## config.mk

```make
export PLATFORM = sky130hd
export DESIGN_NAME = output_mix_volume_regs
export DESIGN_NICKNAME = d
export VERILOG_FILES = /design/src/rtl/mixvol_pkg.sv /design/src/rtl/output_mix_volume_regs.sv /design/src/rtl/ahb_slot_capture.sv /design/src/rtl/mix_path_decode.sv
export SDC_FILE = /design/constraint.sdc
export NUM_CORES = 1
export LEC_CHECK = 0
export ABC_AREA = 1
export BUFFER_PORTS_ARGS = -buffer_cell sky130_fd_sc_hd__buf_2
export CAP_MARGIN = 15
export CELL_PAD_IN_SITES_DETAIL_PLACEMENT = 0
export CELL_PAD_IN_SITES_GLOBAL_PLACEMENT = 1
export CORE_UTILIZATION = 27
export DETAILED_ROUTE_END_ITERATION = 12
export GPL_TIMING_DRIVEN = 0
export PLACE_DENSITY_LB_ADDON = 0.15
export SLEW_MARGIN = 20
export SYNTH_ARGS = -nofsm -noshare
export SYNTH_HDL_FRONTEND = slang
export SYNTH_SLANG_ARGS = --single-unit
```

## constraint.sdc

```tcl
create_clock -name clock -period 1.7 [get_ports clock]
set_clock_uncertainty 0.1 [all_clocks]
set_input_delay 0.255 -clock clock [delete_from_list [all_inputs] [get_ports clock]]
set_output_delay 0.255 -clock clock [all_outputs]
set_load 0.1 [all_outputs]
```

## src/rtl/mixvol_pkg.sv

```systemverilog
// Constants, types and address decoding for the headphone mixer volume bank
// What this block does
// - Left line two route bit seven
// - Left preamp route bit seven
// - Left converter path route bit seven
// - Right line two route bit seven
// - Right preamp route bit seven
// - Bits six to zero: attenuation, reset zero
// - Code zero is 0 dB, half-dB steps
// - Codes 118 to 127 mute the path
// - Every source path has independent control
package mixvol_pkg;

  // ========================================
  // Register map (printed index, byte address is index times four)
  localparam int NUM_SRC = 5;
  localparam logic [7:0] LINE2_LEFT_IDX = 8'h2D;
  localparam logic [7:0] PREAMP_LEFT_IDX = 8'h2E;
  localparam logic [7:0] DAC_LEFT_IDX = 8'h2F;
  localparam logic [7:0] LINE2_RIGHT_IDX = 8'h30;
  localparam logic [7:0] PREAMP_RIGHT_IDX = 8'h31;

  // ========================================
  // Field layout and reset values
  localparam int ROUTE_BIT = 7;
  localparam int CODE_W = 7;
  localparam logic [7:0] VOL_RESET = 8'h00;
  localparam logic [6:0] DEEPEST_CODE = 7'h75;
  localparam logic [6:0] MUTE_FIRST = 7'h76;

  // ========================================
  // Bus encodings
  localparam logic [1:0] HTRANS_NONSEQ = 2'h2;
  localparam logic [2:0] HSIZE_WORD = 3'h2;
  localparam logic HRESP_OKAY = 1'b0;

  typedef logic [2:0] slot_t;
  localparam slot_t NO_SLOT = 3'h7;

  // Address phase bookkeeping of the bus front end
  typedef struct packed {
    logic wr_pend;
    slot_t wr_slot;
  } capture_s;

  // Whole register bank state
  typedef struct packed {
    logic [NUM_SRC-1:0][7:0] vol;
    logic [31:0] rdata;
    logic rd_q;
    slot_t rd_slot_q;
  } bank_s;

  // Byte address to bank slot; anything else is unmapped
  function automatic slot_t slot_of(input logic [31:0] a);
    slot_t s;
    s = NO_SLOT;
    if (a == {22'h0, LINE2_LEFT_IDX, 2'b00}) begin
      s = 3'h0;
    end else if (a == {22'h0, PREAMP_LEFT_IDX, 2'b00}) begin
      s = 3'h1;
    end else if (a == {22'h0, DAC_LEFT_IDX, 2'b00}) begin
      s = 3'h2;
    end else if (a == {22'h0, LINE2_RIGHT_IDX, 2'b00}) begin
      s = 3'h3;
    end else if (a == {22'h0, PREAMP_RIGHT_IDX, 2'b00}) begin
      s = 3'h4;
    end
    return s;
  endfunction : slot_of

endpackage : mixvol_pkg

```

## src/rtl/output_mix_volume_regs.sv

```systemverilog
// Left headphone mixer volume register bank on AHB-Lite
//
// The AHB-Lite slave port is this design's own decision.
`timescale 1ns/1ps
module output_mix_volume_regs import mixvol_pkg::*; (
  // Clock and reset
  input wire logic clock,
  input wire logic reset_n,
  // AHB-Lite slave
  input wire logic hsel,
  input wire logic [31:0] haddr,
  input wire logic [1:0] htrans,
  input wire logic hwrite,
  input wire logic [2:0] hsize,
  input wire logic [31:0] hwdata,
  input wire logic hready,
  output logic hreadyout,
  output logic [31:0] hrdata,
  output logic hresp,
  // Mixer path controls, one lane per source
  output logic [NUM_SRC-1:0] route_en,
  output logic [NUM_SRC*CODE_W-1:0] atten_code,
  output logic [NUM_SRC-1:0] path_mute,
  output logic [NUM_SRC-1:0] path_live
);

  // ========================================
  // Declarations
  bank_s r;
  bank_s nxt;
  logic rd_take;
  slot_t rd_slot;
  logic wr_pend;
  slot_t wr_slot;

  // ========================================
  // Bus front end
  ahb_slot_capture u_capture (
    .clock(clock),
    .reset_n(reset_n),
    .hsel(hsel),
    .haddr(haddr),
    .htrans(htrans),
    .hwrite(hwrite),
    .hsize(hsize),
    .hready(hready),
    .rd_take(rd_take),
    .rd_slot(rd_slot),
    .wr_pend(wr_pend),
    .wr_slot(wr_slot)
  );

  // Zero wait states, so the bank never stretches a transfer
  // Limitation: no back-pressure is ever offered; the bank is small enough
  // that every access completes in a single data phase
  assign hreadyout = 1'b1;
  assign hresp = HRESP_OKAY;
  assign hrdata = r.rdata;

  // ========================================
  // Register update and read path
  // Read data is taken from the next value so a read right after a write
  // sees the new setting without an extra wait state
  always_comb begin
    nxt = r;
    if (wr_pend) begin
      nxt.vol[wr_slot] = hwdata[7:0];
    end
    if (rd_take) begin
      nxt.rd_q = 1'b1;
      nxt.rd_slot_q = rd_slot;
      if (rd_slot != NO_SLOT) begin
        nxt.rdata = {24'h0, nxt.vol[rd_slot]};
      end else begin
        nxt.rdata = 32'h0;
      end
    end else if (hready) begin
      nxt.rd_q = 1'b0;
      nxt.rd_slot_q = NO_SLOT;
    end
  end

  // Synchronous reset keeps the whole bank on one clock with no async paths
  // State register; every path setting starts unrouted at 0 dB
  always_ff @(posedge clock) begin
    if (!reset_n) begin
      r <= '{vol: {NUM_SRC{VOL_RESET}}, rdata: 32'h0, rd_q: 1'b0, rd_slot_q: NO_SLOT};
    end else begin
      r <= nxt;
    end
  end

  // ========================================
  // Per-source path decode
  // Each source owns its own register and decoder, so no path
  // setting ever leaks into another
  for (genvar k = 0; k < NUM_SRC; k++) begin : g_path
    mix_path_decode u_decode (
      .setting(r.vol[k]),
      .route_en(route_en[k]),
      .atten_code(atten_code[k*CODE_W +: CODE_W]),
      .path_mute(path_mute[k]),
      .path_live(path_live[k])
    );

  end
endmodule : output_mix_volume_regs

```

## src/rtl/ahb_slot_capture.sv

```systemverilog
// AHB-Lite address phase capture and slot decode for the volume bank
`timescale 1ns/1ps
module ahb_slot_capture import mixvol_pkg::*; (
  // Clock and reset
  input wire logic clock,
  input wire logic reset_n,
  // Address phase
  input wire logic hsel,
  input wire logic [31:0] haddr,
  input wire logic [1:0] htrans,
  input wire logic hwrite,
  input wire logic [2:0] hsize,
  input wire logic hready,
  // Decoded requests
  output logic rd_take,
  output slot_t rd_slot,
  output logic wr_pend,
  output slot_t wr_slot
);

  capture_s r;
  capture_s nxt;
  logic take;
  slot_t slot;

  // Only NONSEQ or SEQ of at most a word is a real transfer
  assign take = hsel && hready && htrans[1] && (hsize <= HSIZE_WORD);
  assign slot = slot_of(haddr);
  assign rd_take = take && !hwrite;
  assign rd_slot = slot;
  assign wr_pend = r.wr_pend;
  assign wr_slot = r.wr_slot;

  // Writes land one cycle later, when hwdata is on the bus
  always_comb begin
    nxt = r;
    if (hready) begin
      nxt.wr_pend = take && hwrite && (slot != NO_SLOT);
      nxt.wr_slot = slot;
    end
  end

  // State register
  always_ff @(posedge clock) begin
    if (!reset_n) begin
      r <= '{wr_pend: 1'b0, wr_slot: NO_SLOT};
    end else begin
      r <= nxt;
    end
  end

endmodule : ahb_slot_capture

```

## src/rtl/mix_path_decode.sv

```systemverilog
// Decode of one mixer path setting into mute and live flags
`timescale 1ns/1ps
module mix_path_decode import mixvol_pkg::*; (
  // Register contents
  input wire logic [7:0] setting,
  // Path control
  output logic route_en,
  output logic [CODE_W-1:0] atten_code,
  output logic path_mute,
  output logic path_live
);

  // Route switch and half-dB attenuation code pass straight through
  assign route_en = setting[ROUTE_BIT];
  assign atten_code = setting[CODE_W-1:0];

  // Top codes past the deepest finite step silence the path
  assign path_mute = (setting[CODE_W-1:0] >= MUTE_FIRST);
  assign path_live = route_en && !path_mute;

endmodule : mix_path_decode

```

======== Yosys cells after proc, flatten, opt, wreduce, memory -nomap -nowiden ========
Index checks and enable logic that the tools add are counted.
Widths: inputs -> output; s select.
cells by class
  reductions and logical operators ........ 18
  mux-type cells .......................... 12
  eq/ne operators ......................... 6
  $lt $le $gt $ge ......................... 9
operators by type and width
  kind                 number
  $eq 32x8->1 const B  5
  $bwmux 40            1
  $mux 40              1
  $ge 7x7->1 const B   5
  $bmux 8 s3           1
  $demux 8 s3          1
  $mux 8               3
  $logic_and 1x1->1    12
  $mux 3               4
  $lt 3x4->1 const B   2
  $logic_not 1->1      6
  $ge 3x1->1 const B   1
  $le 3x2->1 const B   1
  $ne 3x3->1 const B   1
  $mux 2               1
storage, ports and cells
  logic and storage cells ................. 53
  bits in registers ....................... 76
  input bits .............................. 74
  output and inout port bits .............. 84

======== Longest topological paths before layout ========
Gate-level depths: netlist (run 1).
  word-level depth ........................ 9
  depth in mapped cells ................... 15
  gate-level depth less buffers ........... 15

======== Modules after synthesis ========
From an unflattened synthesis (run 1), not the netlist that was laid out.
second synthesis, totals
  cell total of the unflattened synthesis .. 579
  area total of the unflattened synthesis .. 3759.9 um^2
by module, submodules not included
  module                  seq. area each (um^2)  area each (um^2)  cells each  times used
  output_mix_volume_regs  960.9                  2738.9            401         1
  ahb_slot_capture        80.1                   520.5             93          1
  mix_path_decode         0.0                    100.1             17          5

======== Worst setup path after synthesis (run 1) ========
Ideal clock, no wire load.
  path kind ............................... register to output
  from .................................... reg r[74] (netlist bit)
  to ...................................... out path_mute[4]
  required time ........................... 1.345 ns
  slack ................................... -0.414 ns
  cell stages (with the launch flop) ...... 4
  data arrival time ....................... 1.759 ns
  buffers on the path ..................... 1
  cell sequence ........................... dfxtp_1 -> inv_1 -> nor4_1 -> buf_4
between the ends
  longest elaborated chain between the ends .. 1
RTL lines
  what                      line                          RTL
  start: declaration        output_mix_volume_regs.sv:29  bank_s r;
  start signal: assignment  output_mix_volume_regs.sv:87  r <= '{vol: {NUM_SRC{VOL_RESET}}, rdata: 32'h0, rd_q: 1'b0, rd_slot_q: NO_SLOT};
  start signal: assignment  output_mix_volume_regs.sv:89  r <= nxt;
  $ge 7x7->1                mix_path_decode.sv:18         assign path_mute = (setting[CODE_W-1:0] >= MUTE_FIRST);
  end: declaration          output_mix_volume_regs.sv:23  output logic [NUM_SRC-1:0] path_mute,
Every way passes these cells.

======== Worst setup path after layout (run 1) ========
  from .................................... reg u_capture.r, in the netlist u_capture.wr_slot[0]
  to ...................................... reg r, in the netlist hrdata[2]
between the ends
  longest elaborated chain between the ends .. 9
  elaborated cells between the ends (all ways) .. 10
  classes of those cells .................. order compare: 2; mux: 7; reduce/logical: 1
RTL lines
  what                                                            line                          RTL
  start: declaration                                              ahb_slot_capture.sv:21        capture_s r;
  start signal: assignment                                        ahb_slot_capture.sv:46        r <= '{wr_pend: 1'b0, wr_slot: NO_SLOT};
  start signal: assignment                                        ahb_slot_capture.sv:48        r <= nxt;
  $lt 3x4->1 (implied by the code) or $ge 3x1->1 (tied branches)  output_mix_volume_regs.sv:67  nxt.vol[wr_slot] = hwdata[7:0];
  $logic_and 1x1->1 (implied by the code)                         output_mix_volume_regs.sv:67
  $mux 8 (implied by the code)                                    output_mix_volume_regs.sv:67
  $demux 8 s3 (*)                                                 output_mix_volume_regs.sv:67
  $bwmux 40 (*)                                                   output_mix_volume_regs.sv:67
  $mux 40 (*)                                                     output_mix_volume_regs.sv:66  if (wr_pend) begin
  $bmux 8 s3 (*)                                                  output_mix_volume_regs.sv:73  nxt.rdata = {24'h0, nxt.vol[rd_slot]};
  $mux 8 (implied by the code) (*)                                output_mix_volume_regs.sv:73
  $mux 8 (*)                                                      output_mix_volume_regs.sv:72  if (rd_slot != NO_SLOT) begin
Every way passes the cells marked *; elsewhere a longest branch is shown, timed or not. The select of a mux whose other input is x is not followed.
A chain may end at the register's enable or synchronous reset.

==> flow_summary_export.csv, run 1 <==
group,metric,value,unit
die,fp.dieArea,11900,sq um
timing,hold_slack,0.151,ns
synthesis,synth_top_cell_area_share,0.337,
timing,relSlewSlack,0.585,
synthesis,synth-edff-count,0,
synthesis,ys.flop_type,"dfxtp_1",
cells_and_area,syn2layout_area_growth,58.3,%
job,drv_cap,0,
grt,grt_use_total,0.169,
synthesis,synthCells,467,
timing,layout_min_cycle_time,1.72,ns
power,power_leakage,2.55,nW
die,initial_core_util,0.281,
clock_network,cts.sink_count,52,
clock_network,insertion_delay,0.29,ns
grt,grt_start_max_net_pins,16,
placed_design,numPortBuffers,106,
drt,ant_nets,0,
clock_network,clockRootBuffer,"clkbuf_16",
setup_path,crit_fanout,5,
power,peakVddDrop,0.000311,V
grt,grt_pass1_vias,3092,
timing,hold_viol_final,0,
power,p_switching,859,uW
timing,setup_ws,-0.0162,ns
grt,grt_pass1_wl,15.3,mm
setup_path,cp-start-kind,"flip-flop",
synthesis,syn_avg_cell_area,6.62,sq um
timing,fin_crit_sh,1.01,
grt,overflow,0,
clock_network,cts_hold_buf,0,
power,p_comb_frac,0.183,
drt,first_pass_iters,4,
setup_path,crit_type,"flip-flop to flip-flop",
power,clkPwrFrac,0.379,
synthesis,yosys_warnings,0,
grt,antenna_found_initial,0,
clock_network,max-clock-path-buffers,2,
placed_design,dp_hpwl,7.79,mm
cells_and_area,finalNetCount,702,
drt,drt-initial-drc-count,107,
die,rows,38,
placed_design,placed_area,3940,sq um
clock_network,cts_tree,"yes",
die,core,11000,sq um
placed_design,gpl.final_weighted_congestion,0.785,
synthesis,synth_cell_types,33,
die,die_w,109,microns
clock_network,clk_transition_reported_paths,0.07,ns
cells_and_area,fill_cells,1183,
synthesis,synth_commonest_cells,"nor2_1 (116), nand2_1 (63), dfxtp_1 (52), inv_1 (43), buf_4 (41)",
timing,grt_setup_unrepaired,"yes",
setup_path,crit_slowest_cell,"dfxtp_4",
power,power.density,567,nW/um^2
setup_path,path_cells,"nand2_1 -> inv_2 -> nand2_4 -> buf_6 -> buf_4 -> a21oi_2 -> or2_1 -> o211ai_1 -> nand3_2 -> a21oi_2",
drt,vias,3366,
cells_and_area,design_area,4890,sq um
min_path,hp-class,"input pin to flip-flop",
setup_path,cp_top_family,"simple AND/OR/NAND/NOR gates",
timing,setup_viol,4,
run_status,failed_checks,"negative setup slack",
power,p_int,1.92,mW
drt,viasPerCell,4.38,
drt,drt_wl_total,10.0,mm
drt,drc,0,
synthesis,synth.cell_area,3090,sq um
synthesis,ys_seq_area_frac,0.337,
die,io-pin-count,158,
synthesis,synth.most_common_cell,"nor2_1",
power,swShare,0.309,
timing,fmax,0.583,GHz
synthesis,yosys.area.top_type,"dfxtp_1",
cells_and_area,drive_above_1_share,0.502,
timing,drv_slew,0,
drt,routedWlPerCell,13.0,microns
clock_network,cts_buffers,5,
setup_path,cpMostUsedCell,"a21oi_2",
synthesis,ys_ff_latch,52,
synthesis,synth_area_leaders,"dfxtp_1 (34%), nor2_1 (14%), buf_4 (10%)",
clock_network,htree_levels,2,
setup_path,critPathBufInv,3,
timing,tightest_slew,0.622,ns
cells_and_area,multi_input_area,1960,sq um
die,die_y,109,microns
setup_path,cp-end-kind,"flip-flop",
setup_path,cp.required,1.83,ns
setup_path,max_stage_delay,0.36,ns
run_status,status,"finished, violations left",
cells_and_area,seqCellArea,1110,sq um
synthesis,synthArstFlopShare,0,
cells_and_area,diodes,0,
setup_path,crit_arrival,1.85,ns
power,pwr-share-seq,0.438,
## state kept, by name (all words and copies together) (netlist names)
signal	cells
u_capture.wr_slot	3
hrdata	8
r	40
u_capture.wr_pend	1
## path summary, 6_finish.rpt
check,cells after the start,to,startpoint,slack [ns]
worst max-delay path,10,hrdata[2],u_capture.wr_slot[0],-0.02
worst min-delay path,3,u_capture.wr_pend,hwrite,0.15
worst max register to register,10,hrdata[2],u_capture.wr_slot[0],-0.02
worst min register to register,2,hrdata[6],hrdata[6],0.38
## metrics by stage
stage | total power, mW | util | TNS (ns) | setup slack [ns] | cells
2_1_floorplan | 1.63 | - | -0.0452 | -0.0452 | 491
3_3_place_gp | 1.72 | 0.358 | -3.63 | -0.456 | 737
3_5_place_dp | 1.72 | 0.358 | -3.87 | -0.481 | 737
4_1_cts | 2.78 | 0.405 | -0.137 | -0.0527 | 758
5_1_grt | 2.87 | 0.446 | -0.681 | -0.117 | 769
6_report | 2.78 | 0.446 | -0.0368 | -0.0162 | 769
## cell usage in the layout, fill, tap and decap left out, types with 2 or more instances in the layout
master     Yosys  layout
a21oi_1       38      24
a21oi_2        0      13
buf_12         0       7
buf_2          3      92
buf_4         41      61
buf_6          1      14
buf_8          0       2
clkbuf_1       8       5
clkbuf_16      0       6
clkbuf_8       0       2
conb_1         2      26
dfxtp_1       52      16
dfxtp_2        0      26
dfxtp_4        0      10
inv_1         43      34
inv_2          5      12
inv_4          0       2
mux2i_1        9       7
nand2_1       63      50
nand2_2        1       9
nand2_4        1       6
nand3_1       18      11
nand3_2        1       6
nand3_4        1       3
nor2_1       116      97
nor2_2         1      10
nor2_4         1      11
o211ai_1       6       6
o21a_1         7       7
o21ai_0       21      16
o21ai_1        6       5
o21ai_2        5      11
or2_1          4       4
## repair_timing
action | CTS | global route
endpoints found under the setup margin | 23 | 18
gates cloned | 2 | 1
pin swaps | 23 | 43
endpoints found under the hold margin | 0 | 0
gates resized for setup | 81 | 92
setup buffers | 12 | 11
## worst reg2reg max path: stages, from the launching register on
cell and delay [ns]:
dfxtp_4 0.36, nand2_1 0.07, inv_2 0.07, nand2_4 0.11, buf_6 0.14, buf_4 0.11, a21oi_2 0.05, or2_1 0.22
o211ai_1 0.13, nand3_2 0.15, a21oi_2 0.16
## cell families (layout without fill, tap and decap cells)
| group | Yosys count | after routing | synth area share |
|---|---|---|---|
| AND/OR/NAND/NOR | 219 | 219 | 0.300 |
| multiplexers | 9 | 9 | 0.0292 |
| buffers and inverters | 101 | 239 | 0.176 |
| flip-flops | 52 | 52 | 0.337 |
| other | 2 | 26 | 0.00243 |
| AO/OA/AOI/OAI | 84 | 84 | 0.156 |
## layer usage
layer  GRT usage  up-vias  share of wire
met5           0        -              0
met2       0.292       79           0.50
met4      0.0396        0         0.0097
li1            -     1749              -
met1       0.217     1531           0.45
met3      0.0281        7          0.045
## cell type report
cell class	count	area share
tap	140	0.0358
buffer	51	0.0790
timing repair buffer	132	0.188
inverter	48	0.0378
clock inverter	1	0.00153
sequential	52	0.227
multi-input combinational	338	0.401
clock buffer	7	0.0291
## power groups by stage
stage                     clock network [mW]  logic (mW)  registers, mW
after floorplan                            0       0.357           1.27
after global placement                     0       0.473           1.25
after detailed placement                   0       0.474           1.25
after CTS                               1.07       0.483           1.22
after global routing                    1.12       0.537           1.22
final                                   1.05       0.508           1.22
No activity file was read; power rests on OpenSTA's default activity.
==> run 2, diff against run 1 <==
PLACE_DENSITY = 0.83   (was not set)
PLACE_DENSITY_LB_ADDON = not set   (was 0.15)
==> run 2 against run 1 <==
The flow now finishes without violations; wire length down 4.8%; global-route usage down 1.2 points; combinational power about the same; first-iteration DRC count down 5.6%; final cell count down 1.2%; design area down 4.9%; setup slack better by 0.033 ns; clock-buffer cell count unchanged; sequential power about the same; via count down 0.59%; flip-flop and latch count unchanged; highest routed layer unchanged.
==> flow_summary_export.csv, run 2 (same netlist as run 1, synthesis figures left out) <==
group,metric,value,unit
run_status,status,"complete, no violations",
timing,grt_setup_unrepaired,"yes",
die,fp.dieArea,11900,sq um
grt,overflow,0,
die,io-pin-count,158,
die,core,11000,sq um
clock_network,cts.sink_count,52,
grt,antenna_found_initial,0,
timing,relSlewSlack,0.560,
drt,first_pass_iters,4,
grt,grt_pass1_wl,14.5,mm
power,power_leakage,2.43,nW
power,peakVddDrop,0.000366,V
die,rows,38,
timing,fmax,0.594,GHz
cells_and_area,syn2layout_area_growth,50.5,%
setup_path,crit_path_start,"u_capture.wr_slot[1]",
placed_design,dp_hpwl,7.35,mm
setup_path,r2r_start,"u_capture.wr_slot[1]",
job,drv_cap,0,
timing,finalSetupTns,0,ns
min_path,hp-class,"input pin to flip-flop",
drt,drt-initial-drc-count,101,
drt,ant_nets,0,
cells_and_area,diodes,0,
cells_and_area,layoutNonFillerInstCount,760,
placed_design,gpl.final_weighted_congestion,0.878,
clock_network,max-clock-path-buffers,2,
clock_network,cts_tree,"yes",
drt,viasPerCell,4.40,
grt,grt_start_max_net_pins,16,
timing,tightest_slew,0.660,ns
cells_and_area,design_area,4650,sq um
placed_design,numPortBuffers,106,
die,die_y,109,microns
die,die_w,109,microns
grt,grt_pass1_vias,3043,
timing,hold_viol_final,0,
drt,drt_wl_total,9.55,mm
cells_and_area,registers.top_by_ff_count,"r",
clock_network,insertion_delay,0.29,ns
cells_and_area,final_cell_mix,"nor2_1 (98), buf_2 (93), buf_4 (54), nand2_1 (50), inv_1 (36)",
timing,layout_min_cycle_time,1.68,ns
drt,routedWlPerCell,12.6,microns
clock_network,clk_transition_reported_paths,0.07,ns
drt,vias,3346,
clock_network,htree_levels,2,
power,power.density,583,nW/um^2
timing,fin_crit_sh,0.990,
placed_design,dp_cells,737,
clock_network,cts_buffers,5,
grt,grt_use_total,0.157,
timing,hold_slack,0.164,ns
setup_path,crit_arrival,1.81,ns
setup_path,cp-start-kind,"flip-flop",
min_path,worstHoldStart,"hwrite",
setup_path,cp-end-kind,"flip-flop",
cells_and_area,largest_reg_flops,40,
timing,drv_slew,0,
cells_and_area,final_common_cell,"nor2_1",
cells_and_area,finalNetCount,693,
setup_path,crit_fanout,6,
drt,drc,0,
placed_design,placed_area,3940,sq um
setup_path,crit_type,"flip-flop to flip-flop",
setup_path,cp.required,1.82,ns
cells_and_area,drive_above_1_share,0.468,
clock_network,clockRootBuffer,"clkbuf_16",
timing,setup_viol,0,
die,initial_core_util,0.281,
run 2: final cells by class:
class / count / area [sq um]
Buffer: 52 / 393
Clock buffer: 7 / 133
Clock inverter: 1 / 5.00
Fill cell: 1159 / 6330
Inverter: 48 / 183
Multi-Input combinational cell: 338 / 1860
Sequential cell: 52 / 1110
Tap cell: 140 / 175
Timing Repair Buffer: 122 / 795
run 2: worst paths after layout:
| check | cells past startpoint | slack [ns] | end |
|---|---|---|---|
| max | 9 | 0.02 | hrdata[5] |
| min | 3 | 0.16 | u_capture.wr_pend |
| min reg2reg | 2 | 0.36 | hrdata[6] |
| max reg2reg | 9 | 0.02 | hrdata[5] |
run 2: timing repair:
action / CTS / global route
resized for setup: 59 / 85
endpoints found under the setup margin: 18 / 16
hold buffers: 0 / 0
pin swaps: 8 / 29
setup buffers: 4 / 10
gates cloned: 0 / 2
run 2: layer usage:
layer / GRT usage / up-vias / share of wire
li1: - / 1723 / -
met1: 0.189 / 1504 / 0.43
met5: 0 / - / 0
met3: 0.0215 / 16 / 0.048
met4: 0.0434 / 0 / 0.020
met2: 0.289 / 103 / 0.50
run 2: report_power, final:
group | internal (mW) | switching, mW
logic | 0.119 | 0.386
registers | 1.21 | 0.00735
clock network | 0.546 | 0.442
total | 1.88 | 0.836
run 2: critical path, cell delays in order, from the launching register on:
cell,delay (ns)
dfxtp_2,0.35
nor2_4,0.17
nand2_4,0.11
buf_6,0.14
nor2_1,0.09
a21oi_1,0.06
or2_1,0.22
o211ai_1,0.12
nand3_1,0.12
a21oi_1,0.14
run 2: metrics by stage:
step	total power [mW]	utilization	setup slack [ns]
after floorplan	1.63	-	-0.0452
after global placement	1.72	0.358	-0.365
after detailed placement	1.72	0.358	-0.370
after CTS	2.70	0.391	0.000190
after global routing	2.80	0.424	-0.0937
final	2.71	0.424	0.0170
